### config.mk
export PLATFORM = sky130hd
export DESIGN_NAME = psl_strap_loader
export DESIGN_NICKNAME = d
export VERILOG_FILES = /design/src/logic/psl_pkg.sv /design/src/logic/psl_strap_if.sv /design/src/logic/psl_sync.sv /design/src/logic/psl_default_map.sv /design/src/logic/psl_strap_loader.sv
export SDC_FILE = /design/constraint.sdc
export NUM_CORES = 1
export LEC_CHECK = 0
export BUFFER_PORTS_ARGS = -buffer_cell sky130_fd_sc_hd__buf_4
export CORE_UTILIZATION = 57
export DETAILED_ROUTE_END_ITERATION = 8
export HOLD_SLACK_MARGIN = 0.02
export PLACE_DENSITY = 0.83
export SYNTH_ARGS = -nofsm -noshare
export SYNTH_HDL_FRONTEND = slang
export SYNTH_HIERARCHICAL = 1
export SYNTH_SLANG_ARGS = --single-unit
export TNS_END_PERCENT = 30
### constraint.sdc
create_clock -name ref_clk -period 2.8 [get_ports ref_clk]
set_input_delay 0.42 -clock ref_clk [delete_from_list [all_inputs] [get_ports ref_clk]]
set_output_delay 0.42 -clock ref_clk [all_outputs]
set_load 0.1 [all_outputs]
### src/logic/psl_pkg.sv
// shared constants, types and helpers of the port 1 strap default loader
package psl_pkg;

    // strap fallback values, held in the strap flops from reset until the pins are captured
    localparam logic DUPLEX_STRAP_RESET = 1'b1;
    localparam logic BACKPRESSURE_STRAP_RESET = 1'b1;
    localparam logic FD_FLOW_STRAP_RESET = 1'b1;
    localparam logic MANUAL_FLOW_STRAP_RESET = 1'b0;
    localparam logic EEE_STRAP_RESET = 1'b0;

    // settle time after reset release, covers the two synchroniser stages
    localparam int SETTLE_NS = 15;
    localparam int CLK_PERIOD_NS = 5;
    localparam int SETTLE_CYCLES = (SETTLE_NS + CLK_PERIOD_NS - 1) / CLK_PERIOD_NS;
    localparam int SETTLE_W = 3;

    // strap pin vector positions after synchronisation
    localparam int PIN_DUPLEX_STRAP = 0;
    localparam int PIN_BACKPRESSURE = 1;
    localparam int PIN_FD_FLOW = 2;
    localparam int PIN_MANUAL_FLOW = 3;
    localparam int PIN_EEE = 4;
    localparam int PIN_PORT1_DUPLEX = 5;
    localparam int PIN_COUNT = 6;

    // partner ability field positions
    localparam int ABIL_10T_HD = 0;
    localparam int ABIL_10T_FD = 1;
    localparam int ABIL_100X_HD = 2;
    localparam int ABIL_100X_FD = 3;
    localparam int ABIL_PAUSE = 4;
    localparam int ABIL_ASYM_PAUSE = 5;
    localparam int ABIL_W = 6;

    // port 1 operating modes
    typedef enum logic [1:0] {
        PSL_MODE_INTERNAL_PHY,
        PSL_MODE_MII_MAC,
        PSL_MODE_RMII_MAC,
        PSL_MODE_MII_PHY
    } psl_port_mode_e;

    // loader sequence
    typedef enum logic [1:0] {
        PSL_SETTLE,
        PSL_WAIT_EEPROM,
        PSL_LOAD,
        PSL_READY
    } psl_state_e;

    // register defaults produced from the straps
    typedef struct packed {
        logic backpressure_enable;
        logic tx_flow_ctrl_enable;
        logic rx_flow_ctrl_enable;
        logic manual_flow_ctrl;
        logic energy_efficient_enable;
        logic phy_adv_asym_pause;
        logic phy_adv_sym_pause;
        logic vphy_adv_asym_pause;
        logic vphy_adv_sym_pause;
        logic [ABIL_W-1:0] vphy_partner_ability;
    } psl_defaults_s;

    // pause advertisement: manual flow control withdraws both pause bits
    function automatic logic adv_pause(input logic fd_flow, input logic manual_flow);
        adv_pause = fd_flow & ~manual_flow;
    endfunction

    // true for the two mac-facing modes where the duplex pin is honoured
    function automatic logic is_mac_mode(input psl_port_mode_e mode);
        is_mac_mode = (mode == PSL_MODE_MII_MAC) || (mode == PSL_MODE_RMII_MAC);
    endfunction

endpackage

### src/logic/psl_strap_if.sv
// bundle of captured strap values passed between loader and mapper
`timescale 1ns/1ps
interface psl_strap_if;
    logic duplex;
    logic backpressure;
    logic fd_flow;
    logic manual_flow;
    logic eee;

    modport src (output duplex, output backpressure, output fd_flow,
        output manual_flow, output eee);
    modport snk (input duplex, input backpressure, input fd_flow,
        input manual_flow, input eee);
endinterface

### src/logic/psl_sync.sv
// two flip-flop synchroniser for the strap and duplex pins
`timescale 1ns/1ps
module psl_sync #(
    parameter int W = 1
) (
    // clock and reset
    input wire logic ref_clk,
    input wire logic reset_n,
    // pins and synchronised copy
    input wire logic [W-1:0] pin,
    output logic [W-1:0] pin_sync
);
    logic [W-1:0] stage1;

    // first stage is read only by the second stage
    always_ff @(posedge ref_clk or negedge reset_n) begin
        if (!reset_n) begin
            stage1 <= '0;
            pin_sync <= '0;
        end else begin
            stage1 <= pin;
            pin_sync <= stage1;
        end
    end
endmodule

### src/logic/psl_default_map.sv
// maps captured straps and port modes onto register default bits
`timescale 1ns/1ps
module psl_default_map (
    // captured straps
    psl_strap_if.snk straps,
    // operating modes
    input wire psl_pkg::psl_port_mode_e port1_mode,
    input wire logic phya_fx_mode,
    // resulting defaults
    output psl_pkg::psl_defaults_s defaults
);
    logic eee_blocked;

    // fx on the internal phy negotiates no eee, so the strap cannot enable it
    assign eee_blocked = (port1_mode == psl_pkg::PSL_MODE_INTERNAL_PHY) && phya_fx_mode;

    always_comb begin
        defaults = '0;
        defaults.backpressure_enable = straps.backpressure;
        defaults.tx_flow_ctrl_enable = straps.fd_flow;
        defaults.rx_flow_ctrl_enable = straps.fd_flow;
        defaults.manual_flow_ctrl = straps.manual_flow;
        defaults.energy_efficient_enable = straps.eee & ~eee_blocked;
        // fx mode leaves the phy advertisement pause bits at plain zero
        if (!phya_fx_mode) begin
            defaults.phy_adv_asym_pause = psl_pkg::adv_pause(straps.fd_flow, straps.manual_flow);
            defaults.phy_adv_sym_pause = psl_pkg::adv_pause(straps.fd_flow, straps.manual_flow);
        end
        defaults.vphy_adv_asym_pause = psl_pkg::adv_pause(straps.fd_flow, straps.manual_flow);
        defaults.vphy_adv_sym_pause = psl_pkg::adv_pause(straps.fd_flow, straps.manual_flow);
        // partner mirrors the strapped duplex: full bits follow it, half bits take its inverse
        defaults.vphy_partner_ability[psl_pkg::ABIL_100X_FD] = straps.duplex;
        defaults.vphy_partner_ability[psl_pkg::ABIL_10T_FD] = straps.duplex;
        defaults.vphy_partner_ability[psl_pkg::ABIL_100X_HD] = ~straps.duplex;
        defaults.vphy_partner_ability[psl_pkg::ABIL_10T_HD] = ~straps.duplex;
        defaults.vphy_partner_ability[psl_pkg::ABIL_PAUSE] = straps.fd_flow;
        defaults.vphy_partner_ability[psl_pkg::ABIL_ASYM_PAUSE] = straps.fd_flow;
    end
endmodule

### src/logic/psl_strap_loader.sv
// port 1 strap capture and register default loader
`timescale 1ns/1ps
module psl_strap_loader (
    // clock and reset
    input wire logic ref_clk,
    input wire logic reset_n,
    // strap pins, asynchronous to ref_clk
    input wire logic duplex_strap_pin,
    input wire logic port1_backpressure_strap,
    input wire logic port1_fullduplex_flow_ctrl_strap,
    input wire logic port1_manual_flow_ctrl_strap,
    input wire logic energy_efficient_strap_pin,
    input wire logic port1_duplex_pin,
    // eeprom strap image, same clock
    input wire logic eeprom_present,
    input wire logic eeprom_strap_valid,
    input wire logic eeprom_duplex_strap,
    input wire logic eeprom_backpressure_strap,
    input wire logic eeprom_fd_flow_strap,
    input wire logic eeprom_manual_flow_strap,
    // operating modes, same clock
    input wire psl_pkg::psl_port_mode_e port1_mode,
    input wire logic phya_fx_mode,
    // register access gate
    input wire logic reg_access_req,
    output logic reg_access_accept,
    output logic defaults_ready,
    // port 1 flow control defaults
    output logic port1_backpressure_enable,
    output logic port1_tx_flow_ctrl_enable,
    output logic port1_rx_flow_ctrl_enable,
    output logic port1_manual_flow_ctrl,
    // mac transmit config default
    output logic mac_energy_efficient_enable,
    // phy a advertisement defaults
    output logic phy_adv_asym_pause,
    output logic phy_adv_sym_pause,
    // virtual phy defaults
    output logic virtual_phy_adv_asym_pause,
    output logic virtual_phy_adv_sym_pause,
    output logic [psl_pkg::ABIL_W-1:0] virtual_phy_partner_ability,
    // live duplex pin interpretation
    output logic port1_pin_full_duplex
);

    logic [psl_pkg::PIN_COUNT-1:0] pins;
    logic [psl_pkg::PIN_COUNT-1:0] pins_sync;

    // every pin passes two flops before anything reads it
    // the duplex pin shares the synchroniser with the straps, though it is
    // read live after load while the straps are read only once
    assign pins[psl_pkg::PIN_DUPLEX_STRAP] = duplex_strap_pin;
    assign pins[psl_pkg::PIN_BACKPRESSURE] = port1_backpressure_strap;
    assign pins[psl_pkg::PIN_FD_FLOW] = port1_fullduplex_flow_ctrl_strap;
    assign pins[psl_pkg::PIN_MANUAL_FLOW] = port1_manual_flow_ctrl_strap;
    assign pins[psl_pkg::PIN_EEE] = energy_efficient_strap_pin;
    assign pins[psl_pkg::PIN_PORT1_DUPLEX] = port1_duplex_pin;

    psl_sync #(
        .W(psl_pkg::PIN_COUNT)
    ) u_sync (
        .ref_clk(ref_clk),
        .reset_n(reset_n),
        .pin(pins),
        .pin_sync(pins_sync)
    );

    // sequence state
    // the loader walks settle, optional eeprom wait, load and ready once per
    // reset; nothing moves it back, so a second capture needs a new reset
    // settle lasts long enough for both sync stages to hold pin levels
    // sampled after reset release, not the cleared reset values
    psl_pkg::psl_state_e state;
    psl_pkg::psl_state_e next_state;
    logic [psl_pkg::SETTLE_W-1:0] settle_cnt;
    logic [psl_pkg::SETTLE_W-1:0] next_settle_cnt;
    logic settle_done;

    assign settle_done = (settle_cnt == psl_pkg::SETTLE_W'(psl_pkg::SETTLE_CYCLES));

    // pins are only trusted once both sync stages hold post-reset values
    always_comb begin
        next_state = state;
        next_settle_cnt = settle_cnt;
        unique case (state)
            psl_pkg::PSL_SETTLE: begin
                if (settle_done) begin
                    next_state = eeprom_present ? psl_pkg::PSL_WAIT_EEPROM : psl_pkg::PSL_LOAD;
                end else begin
                    next_settle_cnt = settle_cnt + psl_pkg::SETTLE_W'(1);
                end
            end
            psl_pkg::PSL_WAIT_EEPROM: begin
                // eeprom image overrides pin straps, so loading waits for it
                if (eeprom_strap_valid) begin
                    next_state = psl_pkg::PSL_LOAD;
                end
            end
            psl_pkg::PSL_LOAD: begin
                next_state = psl_pkg::PSL_READY;
            end
            psl_pkg::PSL_READY: begin
                next_state = psl_pkg::PSL_READY;
            end
        endcase
    end

    always_ff @(posedge ref_clk or negedge reset_n) begin
        if (!reset_n) begin
            state <= psl_pkg::PSL_SETTLE;
            settle_cnt <= '0;
        end else begin
            state <= next_state;
            settle_cnt <= next_settle_cnt;
        end
    end

    // captured strap bits
    // these hold the straps between capture and load; their reset values
    // are the strap fallbacks, which the capture at the end of settle always
    // replaces, so no default is ever loaded from them
    // the eeprom image may overwrite four of them; eee keeps its pin value
    // one stored duplex bit serves both select and polarity functions
    logic strap_duplex;
    logic strap_backpressure;
    logic strap_fd_flow;
    logic strap_manual_flow;
    logic strap_eee;
    logic next_strap_duplex;
    logic next_strap_backpressure;
    logic next_strap_fd_flow;
    logic next_strap_manual_flow;
    logic next_strap_eee;

    // pins are caught at the end of settle, eeprom bits replace them later
    always_comb begin
        next_strap_duplex = strap_duplex;
        next_strap_backpressure = strap_backpressure;
        next_strap_fd_flow = strap_fd_flow;
        next_strap_manual_flow = strap_manual_flow;
        next_strap_eee = strap_eee;
        if (state == psl_pkg::PSL_SETTLE && settle_done) begin
            next_strap_duplex = pins_sync[psl_pkg::PIN_DUPLEX_STRAP];
            next_strap_backpressure = pins_sync[psl_pkg::PIN_BACKPRESSURE];
            next_strap_fd_flow = pins_sync[psl_pkg::PIN_FD_FLOW];
            next_strap_manual_flow = pins_sync[psl_pkg::PIN_MANUAL_FLOW];
            next_strap_eee = pins_sync[psl_pkg::PIN_EEE];
        end else if (state == psl_pkg::PSL_WAIT_EEPROM && eeprom_strap_valid) begin
            // eee has no eeprom copy: it comes from its dedicated pin only
            next_strap_duplex = eeprom_duplex_strap;
            next_strap_backpressure = eeprom_backpressure_strap;
            next_strap_fd_flow = eeprom_fd_flow_strap;
            next_strap_manual_flow = eeprom_manual_flow_strap;
        end
    end

    always_ff @(posedge ref_clk or negedge reset_n) begin
        if (!reset_n) begin
            strap_duplex <= psl_pkg::DUPLEX_STRAP_RESET;
            strap_backpressure <= psl_pkg::BACKPRESSURE_STRAP_RESET;
            strap_fd_flow <= psl_pkg::FD_FLOW_STRAP_RESET;
            strap_manual_flow <= psl_pkg::MANUAL_FLOW_STRAP_RESET;
            strap_eee <= psl_pkg::EEE_STRAP_RESET;
        end else begin
            strap_duplex <= next_strap_duplex;
            strap_backpressure <= next_strap_backpressure;
            strap_fd_flow <= next_strap_fd_flow;
            strap_manual_flow <= next_strap_manual_flow;
            strap_eee <= next_strap_eee;
        end
    end

    // strap to default mapping
    // the mapper is pure logic and its result is used only in the load
    // cycle, so glitches while the modes change are harmless
    // the interface keeps the five strap bits together as one bundle
    psl_strap_if u_straps ();
    psl_pkg::psl_defaults_s mapped;

    assign u_straps.duplex = strap_duplex;
    assign u_straps.backpressure = strap_backpressure;
    assign u_straps.fd_flow = strap_fd_flow;
    assign u_straps.manual_flow = strap_manual_flow;
    assign u_straps.eee = strap_eee;

    psl_default_map u_map (
        .straps(u_straps),
        .port1_mode(port1_mode),
        .phya_fx_mode(phya_fx_mode),
        .defaults(mapped)
    );

    // default registers
    // limitation: modes are sampled once, in the load cycle; moving the
    // port or the phy into fx later leaves these defaults untouched
    // outputs come straight from these flops so no decode glitch reaches
    // the registers that they seed
    psl_pkg::psl_defaults_s defaults;
    psl_pkg::psl_defaults_s next_defaults;

    // defaults change only in the load cycle, so later mode changes do not disturb them
    always_comb begin
        next_defaults = defaults;
        if (state == psl_pkg::PSL_LOAD) begin
            next_defaults = mapped;
        end
    end

    always_ff @(posedge ref_clk or negedge reset_n) begin
        if (!reset_n) begin
            defaults <= '0;
        end else begin
            defaults <= next_defaults;
        end
    end

    assign port1_backpressure_enable = defaults.backpressure_enable;
    assign port1_tx_flow_ctrl_enable = defaults.tx_flow_ctrl_enable;
    assign port1_rx_flow_ctrl_enable = defaults.rx_flow_ctrl_enable;
    assign port1_manual_flow_ctrl = defaults.manual_flow_ctrl;
    assign mac_energy_efficient_enable = defaults.energy_efficient_enable;
    assign phy_adv_asym_pause = defaults.phy_adv_asym_pause;
    assign phy_adv_sym_pause = defaults.phy_adv_sym_pause;
    assign virtual_phy_adv_asym_pause = defaults.vphy_adv_asym_pause;
    assign virtual_phy_adv_sym_pause = defaults.vphy_adv_sym_pause;
    assign virtual_phy_partner_ability = defaults.vphy_partner_ability;

    // duplex pin interpretation
    // unlike the defaults this path is live: the pin may change at any time
    // and is seen three edges later, two in the synchroniser and one here
    // it waits for ready so the polarity bit is the captured one, not the
    // fallback that stands before capture
    logic pin_full_duplex;
    logic next_pin_full_duplex;

    // full duplex when the pin level equals the polarity bit; outside the
    // mac modes the pin carries no meaning and reads as half duplex
    always_comb begin
        next_pin_full_duplex = 1'b0;
        if (state == psl_pkg::PSL_READY && psl_pkg::is_mac_mode(port1_mode)) begin
            next_pin_full_duplex = (pins_sync[psl_pkg::PIN_PORT1_DUPLEX] == strap_duplex);
        end
    end

    always_ff @(posedge ref_clk or negedge reset_n) begin
        if (!reset_n) begin
            pin_full_duplex <= 1'b0;
        end else begin
            pin_full_duplex <= next_pin_full_duplex;
        end
    end

    assign port1_pin_full_duplex = pin_full_duplex;

    // register access gate
    // trade-off: accept lags the request by one cycle, which costs a cycle
    // per access but keeps accept a clean flop output
    // a request raised before ready is not remembered; the requester keeps
    // it up until accept appears
    logic ready;
    logic accept;
    logic next_ready;
    logic next_accept;

    // ready rises the cycle after load, so no access can see stale defaults
    always_comb begin
        next_ready = (state == psl_pkg::PSL_LOAD) || (state == psl_pkg::PSL_READY);
        next_accept = reg_access_req && ready;
    end

    always_ff @(posedge ref_clk or negedge reset_n) begin
        if (!reset_n) begin
            ready <= 1'b0;
            accept <= 1'b0;
        end else begin
            ready <= next_ready;
            accept <= next_accept;
        end
    end

    assign defaults_ready = ready;
    assign reg_access_accept = accept;

endmodule

## Yosys cells after proc, flatten, opt, wreduce, memory -nomap -nowiden

Cells that the tools add are included.

- Bits in registers: 37
- Latch bits: 0
- Memory bits (writable): 0
- ROM bits: 0
- Bits of input ports: 18
- Output and inout bits: 18
- Memories: 0

- Add/subtract/negate cells: 1
- $mul: 0
- Divide/modulo/power cells: 0
- Order comparisons: 0
- Equality and inequality tests: 9
- Shifts and indexed selects: 0
- Muxes and demuxes: 14
- Bitwise gates (word level): 6
- Reductions and logical operators: 13

Operators with widths:

| cell | count |
|---|---|
| $mux 1 | 9 |
| $mux 2 | 4 |
| $eq 2x2->1 const B | 3 |
| $pmux 2 s3 | 1 |
| $logic_and 1x1->1 | 5 |
| $eq 2x1->1 const B | 2 |
| $logic_not 2->1 | 2 |
| $ne 2x2->1 const B | 2 |
| $not 1->1 | 4 |
| $reduce_and 2->1 | 2 |
| $add 3x1->3 const B | 1 |
| $eq 3x2->1 const B | 1 |
| $and 1x1->1 | 2 |
| $logic_or 1x1->1 | 2 |
| $reduce_bool 2->1 | 1 |
| $reduce_or 2->1 | 1 |
| $eq 1x1->1 | 1 |

## Longest topological paths before layout

Gate-level depths: netlist (run 1).

- Depth after elaboration: 4
- Gate-level depth with buffers: 5
- Mapped depth without buffers: 5

## Hierarchy

Netlist (run 1), hierarchy kept.

By module, submodules not included:

| module | times used | cells each | area an instance (um2) | sequential area each (um2) |
|---|---|---|---|---|
| psl_strap_loader | 1 | 77 | 1174.9 | 704.4 |
| psl_sync | 1 | 12 | 300.3 | 300.3 |
| psl_default_map | 1 | 16 | 125.1 | 0.0 |

## Worst setup path after synthesis (run 1)

No wires, ideal clock.

- Path type: reg2reg
- From: register settle_cnt[0] (netlist bit)
- To: register settle_cnt[1] (netlist bit)
- Setup time: 0.125 ns
- Arrival time: 1.335 ns
- Data required time: 2.675 ns
- Slack: 1.340 ns
- Cell stages (with the launch flop): 5
- Clock period less this slack: 1.460 ns
- Cells stage by stage: dfrtp_1 -> ha_1 -> ha_1 -> nor3_2 -> mux2_2

- Longest elaborated chain between the ends: 3
- Elaborated cells on any way between the ends: 4

RTL lines:

| item | line | RTL |
|---|---|---|
| start, declared | psl_strap_loader.sv:75 | `logic [psl_pkg::SETTLE_W-1:0] settle_cnt;` |
| start signal, assigned | psl_strap_loader.sv:114 | `settle_cnt <= next_settle_cnt;` |
| branches (longest 3 deep; another with $add 3x1->3) | n/a |  |

Several ways; the timed one is not identified.
A chain may end at the register's enable or synchronous reset.

## Worst setup path after layout (run 1)

- From: register state[1]
- To: register defaults, in the netlist phy_adv_sym_pause

- Longest elaborated chain between the ends: 1

RTL lines:

| item | line | RTL |
|---|---|---|
| start, declared | psl_strap_loader.sv:73 | `psl_pkg::psl_state_e state;` |
| start signal, assigned | psl_strap_loader.sv:110 | `state <= psl_pkg::PSL_SETTLE;` |
| start signal, assigned | psl_strap_loader.sv:113 | `state <= next_state;` |
| $eq 2x2->1 | psl_strap_loader.sv:204 | `if (state == psl_pkg::PSL_LOAD) begin` |
| end signal, assigned | psl_strap_loader.sv:213 | `defaults <= next_defaults;` |
| end, declared | psl_strap_loader.sv:198 | `psl_pkg::psl_defaults_s defaults;` |

Every way passes these cells.

==> run metrics, run 1 <==
launching point of the worst reg2reg path=state[1]; Most used DFF post-synth=dfrtp_1; Finished Cell Area=1867 um2; highest clock rate=around 580 MHz; worst-margin pin slew=approximately 0.86 ns; total setup buffers inserted after CTS=0; synthesized flop and latch total=40; Post-synth EDFFs=0; critical path endpoint category=register; Worst-path clk slew=between 0.1 and 0.15 ns; CP peak stage delay=0.68 ns; row cnt=18; die width=roughly 55 um; CTS buffer count=5; WP buf/inv=0; core area=approximately 2600 um2; routed len/inst=between 10 and 15 um; Max-Cap Viols=0; Iter 0 DRT Violations=11; Cell Area, Synth=between 1500 and 2000 um2; final wirelength=around 2400 um; vias in the first global route=approximately 900; sequential area share after synthesis=62.78%; gpl congestion=between 0.6 and 0.7; Resize count post-CTS=0; Final Hold Viols=0; Vias=between 800 and 900; Filler cells=~180; initial antenna violation count=0; CTS tree=done; final setup skew=between 0.009 and 0.01 ns; asr flop ratio synth=100.0%; maximum level of the CTS H-tree=2; CP top delay family=simple AND/OR/NAND/NOR gates; count of pins over their slew limit=0; drt first pass iters=4; Layout Nets=between 150 and 200; Ys Warns=6; WP data required=~3 ns; worst vdd rail ir drop=~0.00058 V; # diodes=0; layout cells sized above 1=48.87%; DRC errors left=0; synthesized instance count=105; Multi-input gate area=478.0 um2; Tot Pwr=1.380 mW; overall die height=~55 um; Critical Path Fanout Max=15; endpoints failing setup=0; RSZ-0062 raised after global routing=no; Synth Net Count=between 100 and 150; Syn Area/Cell=about 15 um2; Pleak=0.9298 nW; CP Class=register to register; WP data arrival=roughly 2.0 ns; area share of the largest cell type after synthesis=approximately 58%; root buf cell=clkbuf_4; Routed Antenna Nets=0; Critical Path Slowest Stage Cell=nand2b_1; area delta synth->final=16.65%; GRT Total Usage=~20%; pin count of the biggest net entering global routing=41; Pwr per Cell Area=roughly 740 nW/um2; most frequent cell after synthesis=dfrtp_1; Initial Utilization=between 60 and 70%; Worst Setup Start Kind=register; Reg area=1005 um2; setup TNS=0 ns; Unique masters post-synth=27; Worst Setup SP=state[1]; IO Count=36; minimum clock period=about 1.7 ns; Max-slew headroom=between 40% and 50%; hold bufs inserted after CTS=0; run status=complete, no violations; largest area contributor in the netlist=dfrtp_1; Area contributors post-synth=dfrtp_1, mux2_4, buf_4; crit-path cells=nand2b_1 > mux2_2; post-DP HPWL=1771 um; fin crit share=61.68%; Tightest Hold Check Type=input pin to asynchronous set/reset pin; Clk Latency, worst-skew pair=about 0.34 ns; Die Area=3023 um2; top post-synthesis cells by count=dfrtp_1, buf_4, mux2_4; first-pass GRT wire length=slightly below 4000 um; global route total overflow=0; CTS Buffer Depth=2; hold slack=between 0.015 and 0.02 ns; final core occ=72.71%; vias per std cell=roughly 5.3; Area after DPL=about 1800 um2; I/O Buffers=35; CTS Sinks=40
-- stage by stage --
step	setup WS, ns	cells
floorplan	1.340	105
global placement	1.130	155
detailed placement	1.052	155
CTS	1.057	163
global route	0.9362	163
finish	1.073	163
-- worst paths after layout --
kind / to / slack (ns) / cells after the start
worst max-delay path: phy_adv_sym_pause / 1.07 / 2
max in group asynchronous: strap_duplex / 2.42 / 1
min in group ref_clk: u_sync/stage1[4] / 0.18 / 1
worst max register to register: phy_adv_sym_pause / 1.07 / 2
worst min-delay path: virtual_phy_adv_sym_pause / 0.02 / 1
worst min register to register: u_sync/pin_sync[2] / 0.36 / 0
-- cells by family after synthesis --
family	count (synthesis)	synth area share, %
AOI/OAI and AO/OA	14	6.958
xor gates and xnor gates	3	1.642
DFF	40	62.78
buffers and inverters	17	7.349
muxes	18	14.93
adders and majority gates	2	1.563
and+or+nand+nor	11	4.770
-- power breakdown --
| group | switching [mW] | internal (mW) |
|---|---|---|
| Clock | 0.175 | 0.187 |
| Combinational | 0.247 | 0.102 |
| Sequential | 0.0360 | 0.633 |
-- layout by cell type, fill, tap and decap left out, types with 2 or more instances in the layout --
cell      count
ha_1          2
dfstp_2       3
mux2_2        6
o22a_1        8
nor2_1        2
mux2_4       10
nand2b_1      2
nor2b_4       2
dfrtp_1      37
clkbuf_4      5
xor2_1        2
inv_1         2
nand2_1       2
a21o_1        2
buf_4        35
-- area by class of cell --
cell class	count	share of cell area, %
flip-flops and latches	40	53.82
inverters	2	0.4021
repair buffers	35	14.08
clock inverters	2	1.877
multi-input cells	48	25.60
well taps	30	2.011
clock buffers	6	2.212
-- flip-flops by register name, summed over array words and instances, names as in the netlist, 2 cells and up --
name	count
u_sync/pin_sync	6
virtual_phy_partner_ability	6
u_sync/stage1	6
settle_cnt	3
state	2
-- per-layer routing --
metal  wire length (um)  vias up  GRT usage, %
li1                   -      399             -
met4                 50        0         10.00
met3                122        5         6.011
met1                964      432         20.58
met5                  0        -             0
met2               1298       27         34.74
(Power assumes the default switching activity.)
==> inputs of run 2 (changes only) <==
--- a/config.mk
+++ b/config.mk
@@ -6,10 +6,10 @@
 export NUM_CORES = 1
 export LEC_CHECK = 0
 export BUFFER_PORTS_ARGS = -buffer_cell sky130_fd_sc_hd__buf_4
-export CORE_UTILIZATION = 57
+export CORE_UTILIZATION = 53
 export DETAILED_ROUTE_END_ITERATION = 8
 export HOLD_SLACK_MARGIN = 0.02
-export PLACE_DENSITY = 0.83
+export PLACE_DENSITY = 0.78
 export SYNTH_ARGS = -nofsm -noshare
 export SYNTH_HDL_FRONTEND = slang
 export SYNTH_HIERARCHICAL = 1
==> constraint.sdc (replaced) <==
create_clock -name ref_clk -period 1.7 [get_ports ref_clk]
set_input_delay 0.255 -clock ref_clk [delete_from_list [all_inputs] [get_ports ref_clk]]
set_output_delay 0.255 -clock ref_clk [all_outputs]
set_load 0.1 [all_outputs]
==> run 2 against run 1 <==
The run now ends with DRC left. Routed wire length down 6.4%. Cell area up 6.2%. Utilization down 2.1 points. Critical path type unchanged. Largest power group unchanged. Highest routed layer unchanged.
==> run metrics, run 2 (synthesis results as in run 1) <==
GRT Total Usage=16.63% (-2.9 points); first-pass GRT wire length=3933 um (+1.8%); worst reg2reg endpoint=strap_eee; launching point of the worst reg2reg path=settle_cnt[0]; Layout Nets=163 (+7.2%); area delta synth->final=23.85%; WP data arrival=1.79 ns (-0.18 ns); DRC errors left=6 (+6); root buf cell=clkbuf_4; hold path endpoint=state[1]; Vias=880 (+2.0%); Worst Setup SP=settle_cnt[0]; initial antenna violation count=0 (unchanged); commonest non-fill, non-tap cell in the layout=buf_4; WP data required=1.92 ns (-1.12 ns); run status=finished, violations left; Max-slew headroom=68.66% (+26 points); maximum level of the CTS H-tree=2 (unchanged); CTS buffer count=5 (unchanged); vias in the first global route=972 (+8.2%); I/O Buffers=35 (unchanged); CTS tree=done; final setup skew=0.01281 ns (+0.003090 ns); Max-Cap Viols=0 (unchanged); count of pins over their slew limit=0 (unchanged); Filler cells=188 (+2.2%); die width=56.95 um (+3.6%); Tightest Hold Check Type=input pin to register; total setup buffers inserted after CTS=0 (unchanged); Critical Path Fanout Max=7 (-8); vias per std cell=5.029 (-5.0%); Pleak=0.9831 nW (+5.7%); Worst R2R Path Depth=5 (+3); RSZ-0062 raised after global routing=no; worst vdd rail ir drop=0.0007624 V (+32%); Pwr per Cell Area=1175 nW/um2 (+59%); endpoints failing setup=0 (unchanged); Worst-path clk slew=0.12 ns (about the same); layout cells sized above 1=48.61% (-0.26 points); # diodes=0 (unchanged); hold_sp=eeprom_present; CTS Buffer Depth=2 (unchanged); drt first pass iters=6 (+2); worst-margin pin slew=0.4700 ns (-0.3929 ns); CP Class=register to register; violated checks=DRC; Worst Hold Depth=2; worst slack, placed=0.1467 ns (-0.9048 ns); overall die height=56.95 um (+3.6%); row cnt=19 (+1); IO Count=36 (unchanged); setup TNS=0 ns (unchanged); fin crit share=92.25% (+31 points); Routed Antenna Nets=0 (unchanged); Initial Utilization=57.05% (-5.3 points); global route total overflow=0 (unchanged); most frequent cells in the layout=buf_4, dfrtp_1, mux2_4; Clk Latency, worst-skew pair=0.34 ns (about the same); fin cells=175 (+7.4%); gpl congestion=0.7223 (+12%); placed cells=160 (+3.2%); core area=2805 um2 (+9.3%); Final Hold Viols=0 (unchanged); Worst Setup Start Kind=register; CTS Sinks=40 (unchanged); minimum clock period=1.568 ns (-0.1588 ns); pin count of the biggest net entering global routing=41 (unchanged); Iter 0 DRT Violations=20 (+9); final wirelength=2280 um (-6.4%); Final Worst Setup Slack=0.1318 ns (-0.9412 ns); flop-to-flop setup slack=0.13 ns (-0.94 ns); highest clock rate=637.7 MHz (+10%); final core occ=70.65% (-2.1 points); critical path endpoint category=register; routed len/inst=13.03 um (-13%); Die Area=3243 um2 (+7.3%)
==> run 2: cell count changes in the layout (fill, tap and decap cells not counted) <==
cell / before / now
buf_4: 35 / 39
clkbuf_1: 1 / 0
clkinv_2: 1 / 0
clkbuf_8: 0 / 1
clkinv_4: 0 / 1
dlygate4sd3_1: 0 / 7
==> run 2: per-stage QoR <==
stage                     power [mW]  instance area, um2  hold slack [ns]
after floorplan                1.600                1600         -0.04059
after global placement         1.681                1822           0.2423
after detailed placement       1.695                1822           0.2485
after CTS                      2.359                1982          0.07923
after global routing           2.417                1982           0.1089
final                          2.329                1982          0.09670
==> run 2: area by class of cell <==
type,count,area [um2],share of cell area (%)
inverter,2,7.507,0.3788
multi-input combinational,48,478.0,24.12
tap,31,38.79,1.957
clock buffer,6,51.30,2.588
timing repair buffer,46,362.8,18.31
clock inverter,2,38.79,1.957
sequential,40,1005,50.69
==> run 2: power breakdown <==
part | switching, mW | internal (mW) | leakage (nW)
logic | 0.407 | 0.179 | 0.449
registers | 0.0533 | 1.04 | 0.485
clock network | 0.295 | 0.352 | 0.0484
total | 0.755 | 1.57 | 0.983
==> run 2: how the worst max path moves through the flow <==
stage	end	slack, ns	cells after the start
finish	strap_eee	0.13	5
global route	strap_eee	0.05	5
CTS	strap_eee	0.11	5
detailed placement	strap_eee	0.15	5
global placement	strap_eee	0.21	5
floorplan	settle_cnt[1]	0.24	4
==> run 2: per-layer routing <==
layer,global-route usage (%),up-vias,wire length (um),part of all wire [%]
met2,28.07,27,1158,51
met4,10.45,0,55,2.4
met5,0,-,0,0
met3,5.215,8,114,5.0
li1,-,420,-,-
met1,18.27,425,951,42
==> run 2: worst max-delay path, cell delays in order (launching register included) <==
cell and delay (ns):
dfrtp_1 0.42, ha_1 0.21, ha_1 0.22, nand2b_1 0.22, nor2_1 0.07, mux2_1 0.31
==> run 2: timing repair <==
action / 4_1_cts / 5_1_grt
gates resized for setup: 0 / 0
hold buffers: 7 / 0
endpoints found under the hold margin: 43 / 0
==> inputs of run 3 (changes only) <==
--- a/config.mk
+++ b/config.mk
@@ -6,10 +6,13 @@
 export NUM_CORES = 1
 export LEC_CHECK = 0
 export BUFFER_PORTS_ARGS = -buffer_cell sky130_fd_sc_hd__buf_4
-export CORE_UTILIZATION = 53
+export CELL_PAD_IN_SITES_DETAIL_PLACEMENT = 1
+export CELL_PAD_IN_SITES_GLOBAL_PLACEMENT = 2
+export CORE_ASPECT_RATIO = 1.25
+export CORE_UTILIZATION = 36
 export DETAILED_ROUTE_END_ITERATION = 8
 export HOLD_SLACK_MARGIN = 0.02
-export PLACE_DENSITY = 0.78
+export PLACE_DENSITY_LB_ADDON = 0.1
 export SYNTH_ARGS = -nofsm -noshare
 export SYNTH_HDL_FRONTEND = slang
 export SYNTH_HIERARCHICAL = 1
==> run 3 against run 2 <==
The flow now finishes without violations. Register-to-register slack improved by 0.03 ns. Utilization decreased by 24 points. Via count increased by 0.80%. Sequential power about the same. Die area increased by 45%. Sequential cell count unchanged. Final cell count increased by 9.7%. Non-clock buffer count decreased by 7. Clock power decreased by 12%. Clock-buffer cell count unchanged. Critical endpoint unchanged.
==> run metrics, run 3 (synthesis results as in run 1) <==
worst-margin pin slew=0.4883 ns (+0.01824 ns); initial antenna violation count=0 (unchanged); root buf cell=clkbuf_8; Worst Setup Start Kind=register; Filler cells=453 (+140%); met2 global-route usage=20.54% (-7.5 points); overall die height=76.54 um (+34%); Clk Latency, worst-skew pair=0.29 ns (-0.05 ns); DRC errors left=0 (-6); fin crit share=90.23% (-2.0 points); global route total overflow=0 (unchanged); pin count of the biggest net entering global routing=41 (unchanged); CP Class=register to register; Die Area=4718 um2 (+45%); total setup buffers inserted after CTS=0 (unchanged); I/O Buffers=35 (unchanged); most frequent cells in the layout=dfrtp_1, buf_4, mux2_4; critical path endpoint category=register; gpl congestion=0.7435 (+2.9%); # diodes=0 (unchanged); WP data arrival=1.71 ns (-0.08 ns); Finished Cell Area=1946 um2 (-1.8%); final setup skew=0.004808 ns (-0.008004 ns); WP data required=1.87 ns (-0.05 ns); Pleak=0.9530 nW (-3.1%); drt first pass iters=4 (-2); Initial Utilization=38.43% (-19 points); gr busiest metal=met2; worst vdd rail ir drop=0.0006017 V (-21%); M1 GR Usage=16.44% (-1.8 points); setup TNS=0 ns (unchanged); minimum clock period=1.534 ns (-0.03427 ns); post-DP HPWL=between 1500 and 2000 um; GRT met3 Usage=5.263% (+0.048 points); Routed Antenna Nets=0 (unchanged); Vias=887 (+0.80%); final wirelength=2649 um (+16%); Resize count post-CTS=0 (unchanged); Max-Cap Viols=0 (unchanged); Tot Pwr=2.249 mW (-3.4%); Worst-path clk slew=0.07 ns (-0.05 ns); CTS Buffer Depth=2 (unchanged); highest clock rate=651.9 MHz (+2.2%); count of pins over their slew limit=0 (unchanged); vias in the first global route=991 (+2.0%); endpoints failing setup=0 (unchanged); Iter 0 DRT Violations=35 (+75%); RSZ-0062 raised after global routing=no; CTS tree=done; routed len/inst=13.80 um (+5.9%); row cnt=26 (+7); CTS buffer count=5 (unchanged); Final Hold Viols=0 (unchanged); layout cells sized above 1=49.26% (+0.65 points); vias per std cell=4.620 (-8.1%); maximum level of the CTS H-tree=2 (unchanged); area delta synth->final=21.58%; first-pass GRT wire length=4505 um (+15%); IO Count=36 (unchanged); Tightest Hold Check Type=input pin to register; core area=4164 um2 (+48%); Area after DPL=1858 um2 (+2.0%); GRT Total Usage=13.48% (-3.2 points); run status=complete, no violations; Max-slew headroom=67.45% (-1.2 points); Pwr per Cell Area=1156 nW/um2 (-1.6%); die width=61.64 um (+8.2%); Critical Path Fanout Max=7 (unchanged); Layout Nets=156 (-4.3%); CTS Sinks=40 (unchanged)
## run 3: changes by cell type in the layout (fill, tap and decap cells not counted), moves of 2 or more
cell,change
clkbuf_4,-5
dlygate4sd3_1,-6
clkbuf_8,+4
buf_4,-2
## run 3: worst max-delay path: stages, from the launching register on
cell,delay (ns)
dfrtp_1,0.39
ha_1,0.21
ha_1,0.22
nand2b_1,0.22
nor2_1,0.07
mux2_1,0.30
## run 3: worst paths after layout
| path | from | to | slack (ns) | cells after the start |
|---|---|---|---|---|
| worst max-delay path | settle_cnt[0] | strap_eee | 0.17 | 5 |
| worst min-delay path | duplex_strap_pin | u_sync/stage1[0] | 0.07 | 1 |
| worst max register to register | settle_cnt[0] | strap_eee | 0.17 | 5 |
| worst min register to register | u_sync/stage1[1] | u_sync/pin_sync[1] | 0.35 | 0 |
| max in group asynchronous | reset_n | strap_duplex | 0.86 | 2 |
| min in group asynchronous | reset_n | phy_adv_asym_pause | 0.48 | 2 |
## run 3: cell type report
class / instances / area, um2 / area share [%]
Inverter: 2 / 7.507 / 0.3859
Sequential cell: 40 / 1005 / 51.64
Clock inverter: 1 / 5.005 / 0.2572
Clock buffer: 6 / 72.57 / 3.730
Tap cell: 56 / 70.07 / 3.601
Timing Repair Buffer: 39 / 307.8 / 15.82
Multi-Input combinational cell: 48 / 478.0 / 24.57
## run 3: layer usage
layer	vias up	share of wire (%)	wire length [um]
met5	-	0	0
met4	0	1.6	43
met3	4	5.6	148
met2	30	50	1328
met1	450	43	1129
li1	403	-	-
## run 3: metrics by stage
stage	cells	setup WS, ns	utilization, %	hold slack, ns
6_report	192	0.1660	46.72	0.07085
5_1_grt	192	0.07053	46.72	0.04819
4_1_cts	192	0.1552	46.72	0.05663
3_5_place_dp	184	0.1718	44.62	0.2544
3_3_place_gp	184	0.1969	44.62	0.2518
2_1_floorplan	105	0.2404	-	-0.04059
## run 3: power breakdown
group,internal [mW],switching [mW]
combinational,0.170,0.408
clock,0.279,0.294
sequential,1.04,0.0544
## run 3: what timing repair did
item,4_1_cts,5_1_grt
hold buffers,1,0
endpoints found under the hold margin,37,0
setup endpoints to repair,0,0
